==> src/capture_compare_pkg.sv <==
// constants and types shared by the timer capture/compare unit
// Functional notes
// - each new capture overwrites the capture register, read or not.
// - timer 0 source 00 instant conversion done, 01 accumulated; 10/11 reserved.
// - timer 1 source 00 port pin, 01 lin rx done, 10 lin tx done.
// - an internal source event also raises its own request, untouched here.
// - writing one clears the capture flag; software clears after polarity change.
// - counter compared with both compare registers; flag set on next tick.
// - 8-bit width sets flag a or b; 16-bit width sets only a.
// - compare flag interrupts when enabled; cleared by service or write one.
// - counter write suppresses all compare matches in the next tick.
// - all logic on system clock; tick is only a one-cycle enable.
// - capture edge copies counter and sets flag in the same cycle.
// - edge polarity zero triggers on falling, one on rising edge.
// - filter output changes after four equal samples, five cycles delay.
package capture_compare_pkg;

    // ********
    // register map, byte addresses
    // ********
    localparam int ADDR_W = 8;
    localparam logic [ADDR_W-1:0] REG_CTRL = 8'h00;
    localparam logic [ADDR_W-1:0] REG_COUNTER = 8'h04;
    localparam logic [ADDR_W-1:0] REG_CMP_A = 8'h08;
    localparam logic [ADDR_W-1:0] REG_CMP_B = 8'h0c;
    localparam logic [ADDR_W-1:0] REG_CAPTURE = 8'h10;
    localparam logic [ADDR_W-1:0] REG_STATUS = 8'h14;
    localparam logic [ADDR_W-1:0] REG_MASK = 8'h18;

    // ********
    // widths and field layouts
    // ********
    localparam int CNT_W = 16;
    localparam int CMP_W = 8;
    localparam int CTRL_W = 6;
    localparam int FLAG_W = 3;
    localparam int FILTER_SAMPLES = 4;

    typedef struct packed {
        logic [1:0] capture_source_select;
        logic capture_edge_polarity;
        logic capture_filter_enable;
        logic capture_enable;
        logic width_select_16;
    } ctrl_t;

    typedef struct packed {
        logic compare_flag_b;
        logic compare_flag_a;
        logic capture_flag;
    } flags_t;

    // ********
    // source codes and reset values
    // ********
    localparam logic [1:0] SRC_T0_INSTANT = 2'h0;
    localparam logic [1:0] SRC_T0_ACCUM = 2'h1;
    localparam logic [1:0] SRC_T1_PIN = 2'h0;
    localparam logic [1:0] SRC_T1_RX = 2'h1;
    localparam logic [1:0] SRC_T1_TX = 2'h2;
    localparam ctrl_t CTRL_RST = 6'h00;
    localparam flags_t FLAGS_RST = 3'h0;
    localparam logic [CNT_W-1:0] COUNT_RST = 16'h0000;
    localparam logic [CMP_W-1:0] CMP_RST = 8'h00;
    localparam logic [1:0] RESP_OKAY = 2'h0;
    localparam logic [1:0] RESP_SLVERR = 2'h2;

endpackage

==> src/capture_conditioner.sv <==
// noise filter and edge detector for the selected capture source
`timescale 1ns/1ps
module capture_conditioner #(
    parameter int SAMPLES = capture_compare_pkg::FILTER_SAMPLES
) (
    input wire logic aclk,
    input wire logic aresetn,
    input wire logic level_in,
    input wire logic filter_en,
    input wire logic edge_rising,
    output logic trig
);

    // ********
    // sample history and filtered level
    // ********
    logic [SAMPLES-1:0] hist_ff;
    logic filt_ff;
    logic prev_ff;
    logic cond;
    wire all_high = &hist_ff;
    wire all_low = ~|hist_ff;

    // history shifts every system clock, prescaler has no say
    always_ff @(posedge aclk) begin
        if (!aresetn) begin
            hist_ff <= '0;
            filt_ff <= 1'b0;
            prev_ff <= 1'b0;
        end else begin
            hist_ff <= {hist_ff[SAMPLES-2:0], level_in};
            if (all_high) begin
                filt_ff <= 1'b1;
            end else if (all_low) begin
                filt_ff <= 1'b0;
            end
            prev_ff <= cond;
        end
    end

    // ********
    // edge detection
    // ********
    // bypass keeps the unfiltered path free of the extra delay
    assign cond = filter_en ? filt_ff : level_in;
    assign trig = edge_rising ? (cond & ~prev_ff) : (~cond & prev_ff);

endmodule // capture_conditioner

==> src/timer_capture_compare_unit.sv <==
// capture/compare unit of a timer with an axi4-lite register slave
//
// The implementer's own choices: the AXI4-Lite register port and the placing of the registers.
`timescale 1ns/1ps
module timer_capture_compare_unit #(
    parameter int TIMER_INDEX = 0
) (
    input wire logic aclk,
    input wire logic aresetn,
    input wire logic [capture_compare_pkg::ADDR_W-1:0] awaddr,
    input wire logic awvalid,
    output logic awready,
    input wire logic [31:0] wdata,
    input wire logic [3:0] wstrb,
    input wire logic wvalid,
    output logic wready,
    output logic [1:0] bresp,
    output logic bvalid,
    input wire logic bready,
    input wire logic [capture_compare_pkg::ADDR_W-1:0] araddr,
    input wire logic arvalid,
    output logic arready,
    output logic [31:0] rdata,
    output logic [1:0] rresp,
    output logic rvalid,
    input wire logic rready,
    input wire logic timer_tick,
    input wire logic src_instant_conv_done,
    input wire logic src_accum_conv_done,
    input wire logic port_b_bit7,
    input wire logic src_lin_rx_done,
    input wire logic src_lin_tx_done,
    input wire logic irq_ack_capture,
    input wire logic irq_ack_compare_a,
    input wire logic irq_ack_compare_b,
    output logic irq
);

    // ********
    // helpers
    // ********
    // merge written byte lanes into the old register word
    function automatic logic [31:0] apply_strb(
        input logic [31:0] old,
        input logic [31:0] data,
        input logic [3:0] strb
    );
        logic [31:0] res;
        res = old;
        for (int i = 0; i < 4; i++) begin
            if (strb[i]) begin
                res[i*8 +: 8] = data[i*8 +: 8];
            end
        end
        return res;
    endfunction

    // hardware set wins over any clear in the same cycle
    function automatic capture_compare_pkg::flags_t flag_next(
        input capture_compare_pkg::flags_t cur,
        input capture_compare_pkg::flags_t set,
        input capture_compare_pkg::flags_t clr
    );
        return (cur & ~clr) | set;
    endfunction

    // word-aligned address for decoding
    function automatic logic [capture_compare_pkg::ADDR_W-1:0] word_addr(
        input logic [capture_compare_pkg::ADDR_W-1:0] a
    );
        return {a[capture_compare_pkg::ADDR_W-1:2], 2'h0};
    endfunction

    // ********
    // state
    // ********
    capture_compare_pkg::ctrl_t ctrl_ff;
    capture_compare_pkg::flags_t status_ff;
    capture_compare_pkg::flags_t mask_ff;
    logic [capture_compare_pkg::CNT_W-1:0] count_ff;
    logic [capture_compare_pkg::CMP_W-1:0] cmp_a_ff;
    logic [capture_compare_pkg::CMP_W-1:0] cmp_b_ff;
    logic [capture_compare_pkg::CNT_W-1:0] capture_ff;
    logic block_ff;
    logic aw_held_ff;
    logic w_held_ff;
    logic [capture_compare_pkg::ADDR_W-1:0] awaddr_ff;
    logic [31:0] wdata_ff;
    logic [3:0] wstrb_ff;
    logic bvalid_ff;
    logic [1:0] bresp_ff;
    logic rvalid_ff;
    logic [1:0] rresp_ff;
    logic [31:0] rdata_ff;
    logic pin_s1_ff;
    logic pin_s2_ff;
    logic pin_s3_ff;
    logic src_port_pin_ff;

    // ********
    // axi4-lite write channel
    // ********
    // one write in flight: new address or data waits for bready
    assign awready = ~aw_held_ff & ~bvalid_ff;
    assign wready = ~w_held_ff & ~bvalid_ff;
    assign bvalid = bvalid_ff;
    assign bresp = bresp_ff;

    wire aw_hs = awvalid & awready;
    wire w_hs = wvalid & wready;
    wire do_write = aw_held_ff & w_held_ff;
    wire [capture_compare_pkg::ADDR_W-1:0] wr_addr = word_addr(awaddr_ff);

    // write decode
    wire wr_ctrl = do_write & (wr_addr == capture_compare_pkg::REG_CTRL);
    wire wr_counter = do_write & (wr_addr == capture_compare_pkg::REG_COUNTER);
    wire wr_cmp_a = do_write & (wr_addr == capture_compare_pkg::REG_CMP_A);
    wire wr_cmp_b = do_write & (wr_addr == capture_compare_pkg::REG_CMP_B);
    wire wr_capture = do_write & (wr_addr == capture_compare_pkg::REG_CAPTURE);
    wire wr_status = do_write & (wr_addr == capture_compare_pkg::REG_STATUS);
    wire wr_mask = do_write & (wr_addr == capture_compare_pkg::REG_MASK);
    // capture register is read only; writes to it are quietly accepted
    wire wr_hit = wr_ctrl | wr_counter | wr_cmp_a | wr_cmp_b | wr_capture |
                  wr_status | wr_mask;
    wire [31:0] wr_merged = apply_strb(32'h0000_0000, wdata_ff, wstrb_ff);

    // address and data are taken in either order
    always_ff @(posedge aclk) begin
        if (!aresetn) begin
            aw_held_ff <= 1'b0;
            w_held_ff <= 1'b0;
            awaddr_ff <= '0;
            wdata_ff <= 32'h0000_0000;
            wstrb_ff <= 4'h0;
        end else begin
            if (aw_hs) begin
                aw_held_ff <= 1'b1;
                awaddr_ff <= awaddr;
            end else if (do_write) begin
                aw_held_ff <= 1'b0;
            end
            if (w_hs) begin
                w_held_ff <= 1'b1;
                wdata_ff <= wdata;
                wstrb_ff <= wstrb;
            end else if (do_write) begin
                w_held_ff <= 1'b0;
            end
        end
    end

    // response one cycle after both halves are held
    always_ff @(posedge aclk) begin
        if (!aresetn) begin
            bvalid_ff <= 1'b0;
            bresp_ff <= capture_compare_pkg::RESP_OKAY;
        end else if (do_write) begin
            bvalid_ff <= 1'b1;
            bresp_ff <= wr_hit ? capture_compare_pkg::RESP_OKAY
                               : capture_compare_pkg::RESP_SLVERR;
        end else if (bready) begin
            bvalid_ff <= 1'b0;
        end
    end

    // ********
    // control, compare and mask registers
    // ********
    wire [31:0] ctrl_word = apply_strb({26'h0, ctrl_ff}, wdata_ff, wstrb_ff);
    wire [31:0] cmp_a_word = apply_strb({24'h0, cmp_a_ff}, wdata_ff, wstrb_ff);
    wire [31:0] cmp_b_word = apply_strb({24'h0, cmp_b_ff}, wdata_ff, wstrb_ff);
    wire [31:0] mask_word = apply_strb({29'h0, mask_ff}, wdata_ff, wstrb_ff);

    always_ff @(posedge aclk) begin
        if (!aresetn) begin
            ctrl_ff <= capture_compare_pkg::CTRL_RST;
            cmp_a_ff <= capture_compare_pkg::CMP_RST;
            cmp_b_ff <= capture_compare_pkg::CMP_RST;
            mask_ff <= capture_compare_pkg::FLAGS_RST;
        end else begin
            if (wr_ctrl) begin
                ctrl_ff <= ctrl_word[capture_compare_pkg::CTRL_W-1:0];
            end
            if (wr_cmp_a) begin
                cmp_a_ff <= cmp_a_word[capture_compare_pkg::CMP_W-1:0];
            end
            if (wr_cmp_b) begin
                cmp_b_ff <= cmp_b_word[capture_compare_pkg::CMP_W-1:0];
            end
            if (wr_mask) begin
                mask_ff <= mask_word[capture_compare_pkg::FLAG_W-1:0];
            end
        end
    end

    // ********
    // counter and compare match
    // ********
    // the tick is an enable only; every flop sees every aclk edge
    wire wide = ctrl_ff.width_select_16;
    wire [31:0] cnt_word = apply_strb({16'h0, count_ff}, wdata_ff, wstrb_ff);
    wire [capture_compare_pkg::CNT_W-1:0] cnt_inc = count_ff + 16'h0001;
    wire [capture_compare_pkg::CNT_W-1:0] nxt_count =
        wr_counter ? cnt_word[capture_compare_pkg::CNT_W-1:0] :
        !timer_tick ? count_ff :
        wide ? cnt_inc : {8'h00, cnt_inc[7:0]};

    // 16-bit width joins b (high) and a (low) into one compare unit
    wire match_a = wide ? (count_ff == {cmp_b_ff, cmp_a_ff})
                        : (count_ff[7:0] == cmp_a_ff);
    wire match_b = ~wide & (count_ff[7:0] == cmp_b_ff);
    // a blocked tick drops the match instead of deferring it
    wire set_cmp_a = timer_tick & match_a & ~block_ff;
    wire set_cmp_b = timer_tick & match_b & ~block_ff;

    always_ff @(posedge aclk) begin
        if (!aresetn) begin
            count_ff <= capture_compare_pkg::COUNT_RST;
            block_ff <= 1'b0;
        end else begin
            count_ff <= nxt_count;
            // block holds across a stopped timer until the next tick
            if (wr_counter) begin
                block_ff <= 1'b1;
            end else if (timer_tick) begin
                block_ff <= 1'b0;
            end
        end
    end

    // ********
    // capture source selection
    // ********
    // pin passes four flops; a level change counts when two agree
    always_ff @(posedge aclk) begin
        if (!aresetn) begin
            pin_s1_ff <= 1'b0;
            pin_s2_ff <= 1'b0;
            pin_s3_ff <= 1'b0;
            src_port_pin_ff <= 1'b0;
        end else begin
            pin_s1_ff <= port_b_bit7;
            pin_s2_ff <= pin_s1_ff;
            pin_s3_ff <= pin_s2_ff;
            if (pin_s2_ff == pin_s3_ff) begin
                src_port_pin_ff <= pin_s3_ff;
            end
        end
    end

    wire [1:0] sel = ctrl_ff.capture_source_select;
    // internal events are only observed; their own requests stay intact
    wire t0_level = (sel == capture_compare_pkg::SRC_T0_INSTANT) ?
                        src_instant_conv_done :
                    (sel == capture_compare_pkg::SRC_T0_ACCUM) ?
                        src_accum_conv_done : 1'b0;
    wire t0_valid = (sel == capture_compare_pkg::SRC_T0_INSTANT) |
                    (sel == capture_compare_pkg::SRC_T0_ACCUM);
    wire t1_level = (sel == capture_compare_pkg::SRC_T1_PIN) ?
                        src_port_pin_ff :
                    (sel == capture_compare_pkg::SRC_T1_RX) ? src_lin_rx_done :
                    (sel == capture_compare_pkg::SRC_T1_TX) ?
                        src_lin_tx_done : 1'b0;
    wire t1_valid = (sel == capture_compare_pkg::SRC_T1_PIN) |
                    (sel == capture_compare_pkg::SRC_T1_RX) |
                    (sel == capture_compare_pkg::SRC_T1_TX);
    wire src_level = (TIMER_INDEX == 0) ? t0_level : t1_level;
    wire src_valid = (TIMER_INDEX == 0) ? t0_valid : t1_valid;
    logic src_trig;

    // filter on short internal pulses may hide them; software's call
    capture_conditioner #(
        .SAMPLES(capture_compare_pkg::FILTER_SAMPLES)
    ) u_cond (
        .aclk(aclk),
        .aresetn(aresetn),
        .level_in(src_level),
        .filter_en(ctrl_ff.capture_filter_enable),
        .edge_rising(ctrl_ff.capture_edge_polarity),
        .trig(src_trig)
    );

    // ********
    // capture register
    // ********
    // a reserved code never captures, even if the old source toggles
    wire cap_event = src_trig & src_valid & ctrl_ff.capture_enable;
    wire [capture_compare_pkg::CNT_W-1:0] cap_value =
        wide ? count_ff : {8'h00, count_ff[7:0]};

    // no guard for unread data: a late reader simply loses the old stamp
    always_ff @(posedge aclk) begin
        if (!aresetn) begin
            capture_ff <= capture_compare_pkg::COUNT_RST;
        end else if (cap_event) begin
            capture_ff <= cap_value;
        end
    end

    // ********
    // status flags and interrupt
    // ********
    capture_compare_pkg::flags_t flag_set;
    capture_compare_pkg::flags_t flag_clr;
    capture_compare_pkg::flags_t w1c_bits;
    capture_compare_pkg::flags_t ack_bits;

    assign flag_set = {set_cmp_b, set_cmp_a, cap_event};
    assign w1c_bits = wr_status ? wr_merged[capture_compare_pkg::FLAG_W-1:0]
                                : capture_compare_pkg::FLAGS_RST;
    assign ack_bits = {irq_ack_compare_b, irq_ack_compare_a,
                       irq_ack_capture};
    assign flag_clr = w1c_bits | ack_bits;

    always_ff @(posedge aclk) begin
        if (!aresetn) begin
            status_ff <= capture_compare_pkg::FLAGS_RST;
        end else begin
            status_ff <= flag_next(status_ff, flag_set, flag_clr);
        end
    end

    // level output, high while any enabled flag stands
    assign irq = |(status_ff & mask_ff);

    // ********
    // axi4-lite read channel
    // ********
    assign arready = ~rvalid_ff;
    assign rvalid = rvalid_ff;
    assign rresp = rresp_ff;
    assign rdata = rdata_ff;

    wire ar_hs = arvalid & arready;
    wire [capture_compare_pkg::ADDR_W-1:0] rd_addr = word_addr(araddr);
    wire rd_ctrl = rd_addr == capture_compare_pkg::REG_CTRL;
    wire rd_counter = rd_addr == capture_compare_pkg::REG_COUNTER;
    wire rd_cmp_a = rd_addr == capture_compare_pkg::REG_CMP_A;
    wire rd_cmp_b = rd_addr == capture_compare_pkg::REG_CMP_B;
    wire rd_capture = rd_addr == capture_compare_pkg::REG_CAPTURE;
    wire rd_status = rd_addr == capture_compare_pkg::REG_STATUS;
    wire rd_mask = rd_addr == capture_compare_pkg::REG_MASK;
    wire rd_hit = rd_ctrl | rd_counter | rd_cmp_a | rd_cmp_b | rd_capture |
                  rd_status | rd_mask;
    // reads have no side effect; unmapped words read zero
    wire [31:0] rd_word =
        rd_ctrl ? {26'h0, ctrl_ff} :
        rd_counter ? {16'h0, count_ff} :
        rd_cmp_a ? {24'h0, cmp_a_ff} :
        rd_cmp_b ? {24'h0, cmp_b_ff} :
        rd_capture ? {16'h0, capture_ff} :
        rd_status ? {29'h0, status_ff} :
        rd_mask ? {29'h0, mask_ff} : 32'h0000_0000;

    always_ff @(posedge aclk) begin
        if (!aresetn) begin
            rvalid_ff <= 1'b0;
            rresp_ff <= capture_compare_pkg::RESP_OKAY;
            rdata_ff <= 32'h0000_0000;
        end else if (ar_hs) begin
            rvalid_ff <= 1'b1;
            rdata_ff <= rd_word;
            rresp_ff <= rd_hit ? capture_compare_pkg::RESP_OKAY
                               : capture_compare_pkg::RESP_SLVERR;
        end else if (rready) begin
            rvalid_ff <= 1'b0;
        end
    end

endmodule // timer_capture_compare_unit

==> config.mk <==
export PLATFORM = sky130hd
export DESIGN_NAME = timer_capture_compare_unit
export DESIGN_NICKNAME = d
export VERILOG_FILES = /design/src/capture_compare_pkg.sv /design/src/capture_conditioner.sv /design/src/timer_capture_compare_unit.sv
export SDC_FILE = /design/constraint.sdc
export NUM_CORES = 1
export LEC_CHECK = 0
export BUFFER_PORTS_ARGS = -buffer_cell sky130_fd_sc_hd__buf_2
export CAP_MARGIN = 20
export CORE_MARGIN = 4
export CORE_UTILIZATION = 55
export CTS_CLUSTER_SIZE = 25
export DETAILED_ROUTE_END_ITERATION = 16
export PLACE_DENSITY_LB_ADDON = 0.15
export SYNTH_ARGS = -nofsm -noshare
export SYNTH_HDL_FRONTEND = slang
export SYNTH_SLANG_ARGS = --single-unit
==> constraint.sdc <==
create_clock -name aclk -period 1.9 [get_ports aclk]
set_input_delay 0.38 -clock aclk [delete_from_list [all_inputs] [get_ports aclk]]
set_output_delay 0.38 -clock aclk [all_outputs]
set_load 0.02 [all_outputs]
======== After elaboration in Yosys (flattened, before gate mapping) ========
Cells that the tools add are included.
word-level totals
  register bits ........................... 133
  bits of input ports ..................... 68
  logic and storage cells ................. 148
  output and inout bits ................... 42
cells by class
  reductions and logical operators ........ 17
  equality and inequality tests ........... 19
  bitwise gates (word level) .............. 48
  $add $sub $neg .......................... 1
  mux-type cells .......................... 33
operators with widths
  operator                                       count
  2-to-1 mux 16 bit                              9
  == test 6 x 3 -> 1 bit, second input constant  6
  == test 6 x 2 -> 1 bit, second input constant  4
  AND 1 bit                                      22
  adder 16 x 1 -> 16 bit, second input constant  1
  == test 16 bit                                 1
  == test 8 bit                                  2
  zero test 8 bit                                2
  2-to-1 mux 1 bit                               16
  2-to-1 mux 8 bit                               2
  OR 1 bit                                       13
  == test 6 x 1 -> 1 bit, second input constant  2
  2-to-1 mux 3 bit                               4
  AND reduction 2 bit                            6
  nonzero test 2 bit                             5
  inverter 1 bit                                 8
  AND 3 bit                                      2
  OR 3 bit                                       2
  2-to-1 mux 2 bit                               2
  != test 2 bit, second input constant           2
  AND reduction 4 bit                            1
  OR reduction 4 bit                             1
  inverter 3 bit                                 1
  OR reduction 3 bit                             1
  3 further kinds                                3

======== Depth between registers and ports, before layout ========
  depth in word-level cells ............... 10
  gate-level depth with buffers ........... 7
  depth with buffers taken out ............ 6

======== Hierarchy ========
Synthesis repeated with hierarchy kept, for this count alone.
second synthesis, totals
  cell total of the unflattened synthesis .. 689
  area, all modules ....................... 5,729.2 um^2
by module, submodules not included
  module                      area each (um^2)  sequential area each (um^2)  cells each  times used
  timer_capture_compare_unit  5,522.8           2,142.1                      670         1
  capture_conditioner         206.4             120.1                        19          1

======== Worst setup path before layout ========
OpenSTA, ideal clock, no wires.
  kind .................................... register to register
  start point ............................. register awaddr_ff[2] in the netlist's numbering
  end point ............................... register count_ff[15] in the netlist's numbering
  path buffers ............................ 1
  library setup time ...................... 0.120 ns
  period minus slack after synthesis ...... 1.734 ns
  stages on the path, launching flop included .. 7
  data required time ...................... 1.780 ns
  slack ................................... 0.166 ns
  data arrival time ....................... 1.614 ns
  cells stage by stage .................... dfxtp_1 > buf_6 > or4b_4 > nor2_8 > a21oi_2 > a32o_1 > o31a_1
on the way
  word-level cells in the longest chain between the ends .. 4
  elaborated cells between the ends (all ways) .. 6
  those cells by class .................... eq/ne: 2; mux: 1; bitwise: 1; reduce/logical: 2
RTL lines
  what                                                                  line                               text
  from (decl)                                                           timer_capture_compare_unit.sv:87   logic [capture_compare_pkg::ADDR_W-1:0] awaddr_ff;
  from (signal assigned)                                                timer_capture_compare_unit.sv:138  awaddr_ff <= awaddr;
  == test 6 x 1 -> 1 bit (*)                                            timer_capture_compare_unit.sv:116  wire wr_counter = do_write & (wr_addr == capture_compare_pkg::REG_COUNTER);
  AND 1 bit (*)                                                         timer_capture_compare_unit.sv:116
  != test 2 bit (no source line) or nonzero test 2 bit (tied branches)  --
  AND reduction 2 bit (no source line)                                  --
  to (signal assigned)                                                  timer_capture_compare_unit.sv:218  count_ff <= capture_compare_pkg::COUNT_RST;
  to (signal assigned)                                                  timer_capture_compare_unit.sv:221  count_ff <= nxt_count;
  to (decl)                                                             timer_capture_compare_unit.sv:80   logic [capture_compare_pkg::CNT_W-1:0] count_ff;
Mark *: on every way between the ends. The rest lies on a longest branch, timed or not.
A chain may end at the register's enable or synchronous reset.

======== Final worst setup path ========
  start point ............................. register mask_ff[1] in the netlist's numbering
  end point ............................... output port irq
on the way
  word-level cells in the longest chain between the ends .. 2
RTL lines
  what                    line                               text
  from (decl)             timer_capture_compare_unit.sv:79   capture_compare_pkg::flags_t mask_ff;
  from (signal assigned)  timer_capture_compare_unit.sv:179  mask_ff <= capture_compare_pkg::FLAGS_RST;
  from (signal assigned)  timer_capture_compare_unit.sv:191  mask_ff <= mask_word[capture_compare_pkg::FLAG_W-1:0];
  AND 3 bit               timer_capture_compare_unit.sv:324  assign irq = |(status_ff & mask_ff);
  OR reduction 3 bit      timer_capture_compare_unit.sv:324
  to (decl)               timer_capture_compare_unit.sv:36   output logic irq
Every way passes these cells.

==> results_dict.tcl <==
set metrics [dict create \
    status "finished, final reports clean" \
    die_w_um 108 \
    r2r-start "awaddr_ff[7]$_SDFFE_PN0P_" \
    tritoncts "done" \
    holdBufCountCts 0 \
    use_met3 0.0519 \
    initial_core_util 0.566 \
    syn_area_per_cell_um2 8.46 \
    setup_tns_ps 0 \
    nets 806 \
    drtIter0Drc 353 \
    rsz0062_at_grt "true" \
    yosysSeqAreaShare 0.409 \
    num_antenna_cells 0 \
    yosys_warnings 0 \
    grt_pass1_vias 4937 \
    clkLatencyLatePin_ps 520 \
    reg2reg_depth 6 \
    pin_count 110 \
    drc_errors 0 \
    ys_seq_elements 113 \
    floorplan.die_area_mm2 0.0117 \
    cts_sinks 113 \
    fillers 823 \
    ys_async_sr_fraction 0 \
    crit_type "flop to primary output" \
    viasPerCell 5.68 \
    synth.largest_area_cell "dfxtp_1" \
    hold_viol 0 \
    min_path_cells 3 \
    grt_usage 0.255 \
    cts_root_buf "clkbuf_8" \
    synth_area_leaders "dfxtp_1, mux2i_1, nand2_1" \
    crit_arrival_ps 1480 \
    critical_path_buf_inv_count 2 \
    cp_top_family "compound AO/OA/AOI/OAI gates" \
    min_to "awaddr_ff[5]$_SDFFE_PN0P_" \
    setup.worst_path.end_class "primary output" \
    numCtsBuffers 17 \
    crit_fanout 3 \
    synth.distinct_cells 65 \
    core_mm2 0.00977 \
    dr_total_vias 5001 \
    first_pass_iters 6 \
    synth_edf_count 0 \
    multi_input_area_mm2 0.00297 \
    p_per_area_mw_per_mm2 922 \
    route.final.wire_length_um 14400 \
    synth_ff_type "dfxtp_1" \
    reg2reg_slack_ps 40 \
    r2r_end "count_ff[14]$_SDFFE_PN0P_" \
    leakagePower_nw 2.76 \
    area_delta_synth_final_pct 21.4 \
    fin_crit_sh 0.980 \
    cts.path.max_buffers 2 \
    clk_pin_slew_ps 50 \
    final_common_cell "dfxtp_1" \
    worstHoldPathType "primary input to flop" \
    cts-htree-levels 4 \
    drv_cap 0 \
    gr-usage-met1 0.323 \
    grt_max_degree 55 \
    antenna_found_initial 0 \
    crit_path_max_incr_delay_ps 380 \
    gp_congestion 0.869 \
    drive_above_1_share 0.216 \
    detail-route-antenna-nets 0 \
    die_h_um 108 \
    dp_hpwl_um 10300 \
    synth_cells 654 \
    place_ws_ps 81.8 \
    worst_ep_required_time_ps 1520 \
    critical_path.cell_chain "a222oi_1, inv_1, buf_2" \
    synth_top_area_frac 0.409 \
    setup_ws_ps 38.9 \
    wire_per_inst_um 16.3 \
    grt_pass1_wl_um 23600 \
    setup_viol 0 \
    io_buffers 66 \
    fmaxAchievable_ghz 0.537 \
    slew_viol_final 0 \
    min_period_ps 1860 \
    crit_slowest_cell "a222oi_1" \
    syn_area_mm2 0.00553 \
    maxSlewHeadroom 0.564 \
    skew_ps 6.14 \
    num_rows 36 \
    mostFrequentLayoutCells "dfxtp_1, nand2_1, buf_2" \
    grt-ovfl-total 0 \
    peakVddDrop_mv 0.625 \
    regArea_mm2 0.00226 \
    hold_start "awaddr[5]" \
    worstMarginPinSlew_ps 652 \
    use_met2 0.423 \
    busiest_layer "met2" \
    critPathLaunchType "flop" \
]
==> kinds of logic after synthesis <==
group	synth area share
flip-flops	0.409
other	0.000678
AND/OR/NAND/NOR	0.226
AO/OA/AOI/OAI	0.163
buffers and inverters	0.0708
XOR/XNOR	0.0380
multiplexers	0.0905
adder cells (fa/ha/maj)	0.00226
==> power breakdown <==
group | switching (mW) | internal (mW) | total [mW]
logic | 0.337 | 0.214 | 0.551
clock network | 1.02 | 2.10 | 3.12
registers | 0.0727 | 2.45 | 2.52
==> per-layer routing <==
metal,wire [um],share of wire,up-vias
li1,-,-,2448
met1,6330,0.44,2321
met2,6700,0.47,194
met3,904,0.063,38
met4,439,0.031,0
met5,0,0,-
==> worst max-delay path by stage <==
stage,slack [ps],start,endpoint,depth (start not counted)
finish,40,mask_ff[1]$_SDFFE_PN0P_,irq,3
global route,-40,awaddr_ff[7]$_SDFFE_PN0P_,count_ff[14]$_SDFFE_PN0P_,6
CTS,20,status_ff[1]$_SDFF_PN0_,irq,3
detailed placement,80,awaddr_ff[7]$_SDFFE_PN0P_,count_ff[15]$_SDFFE_PN0P_,4
global placement,120,awaddr_ff[7]$_SDFFE_PN0P_,count_ff[15]$_SDFFE_PN0P_,4
floorplan,170,awaddr_ff[2]$_SDFFE_PN0P_,count_ff[15]$_SDFFE_PN0P_,6
==> cells in the mapped netlist, drive strengths merged (5+ instances only) <==
cell type / count
dfxtp: 113
nand2: 82
nor2: 64
a21oi: 51
mux2i: 41
buf: 34
nand3: 31
o21ai: 31
clkbuf: 30
nor3: 22
inv: 13
xnor2: 12
xor2: 12
a221oi: 10
and2: 7
nand2b: 7
nor2b: 7
o22ai: 7
nand4: 6
nor4: 6
a211oi: 5
a31oi: 5
and3: 5
==> layout make-up <==
cell class              count  area share
clock buffers              23      0.0710
multi-input cells         481       0.441
inverters                  13     0.00726
clock inverters             6      0.0156
repair buffers            111       0.103
flip-flops and latches    113       0.337
well taps                 133      0.0248
==> worst min-delay path, stage by stage <==
cell and delay (ps):
buf_2 70, mux2i_1 50, nor2_1 70
==> timing repair <==
item,4_1_cts,5_1_grt
endpoints found under the setup margin,0,8
buffers inserted,0,2
resized for setup,0,3
hold endpoints to repair,0,0
==> flip-flops by register name, summed over array words and instances (netlist names), 3 cells and up <==
signal	cells
capture_ff	16
count_ff	16
rdata	16
wdata_ff	16
cmp_a_ff	8
cmp_b_ff	8
awaddr_ff	6
u_cond.hist_ff	4
ctrl_ff	3
mask_ff	3
status_ff	3
==> stage by stage <==
stage	hold WS, ps	instances	utilization	power [mW]	area, um2
2_1_floorplan	423	671	-	2.94	5600
3_3_place_gp	428	849	0.624	3.09	6100
3_5_place_dp	440	849	0.624	3.11	6100
4_1_cts	80.7	878	0.684	6.22	6680
5_1_grt	96.0	880	0.687	6.40	6720
6_report	95.4	880	0.687	6.19	6720
Power figures use the tool's default switching activity.
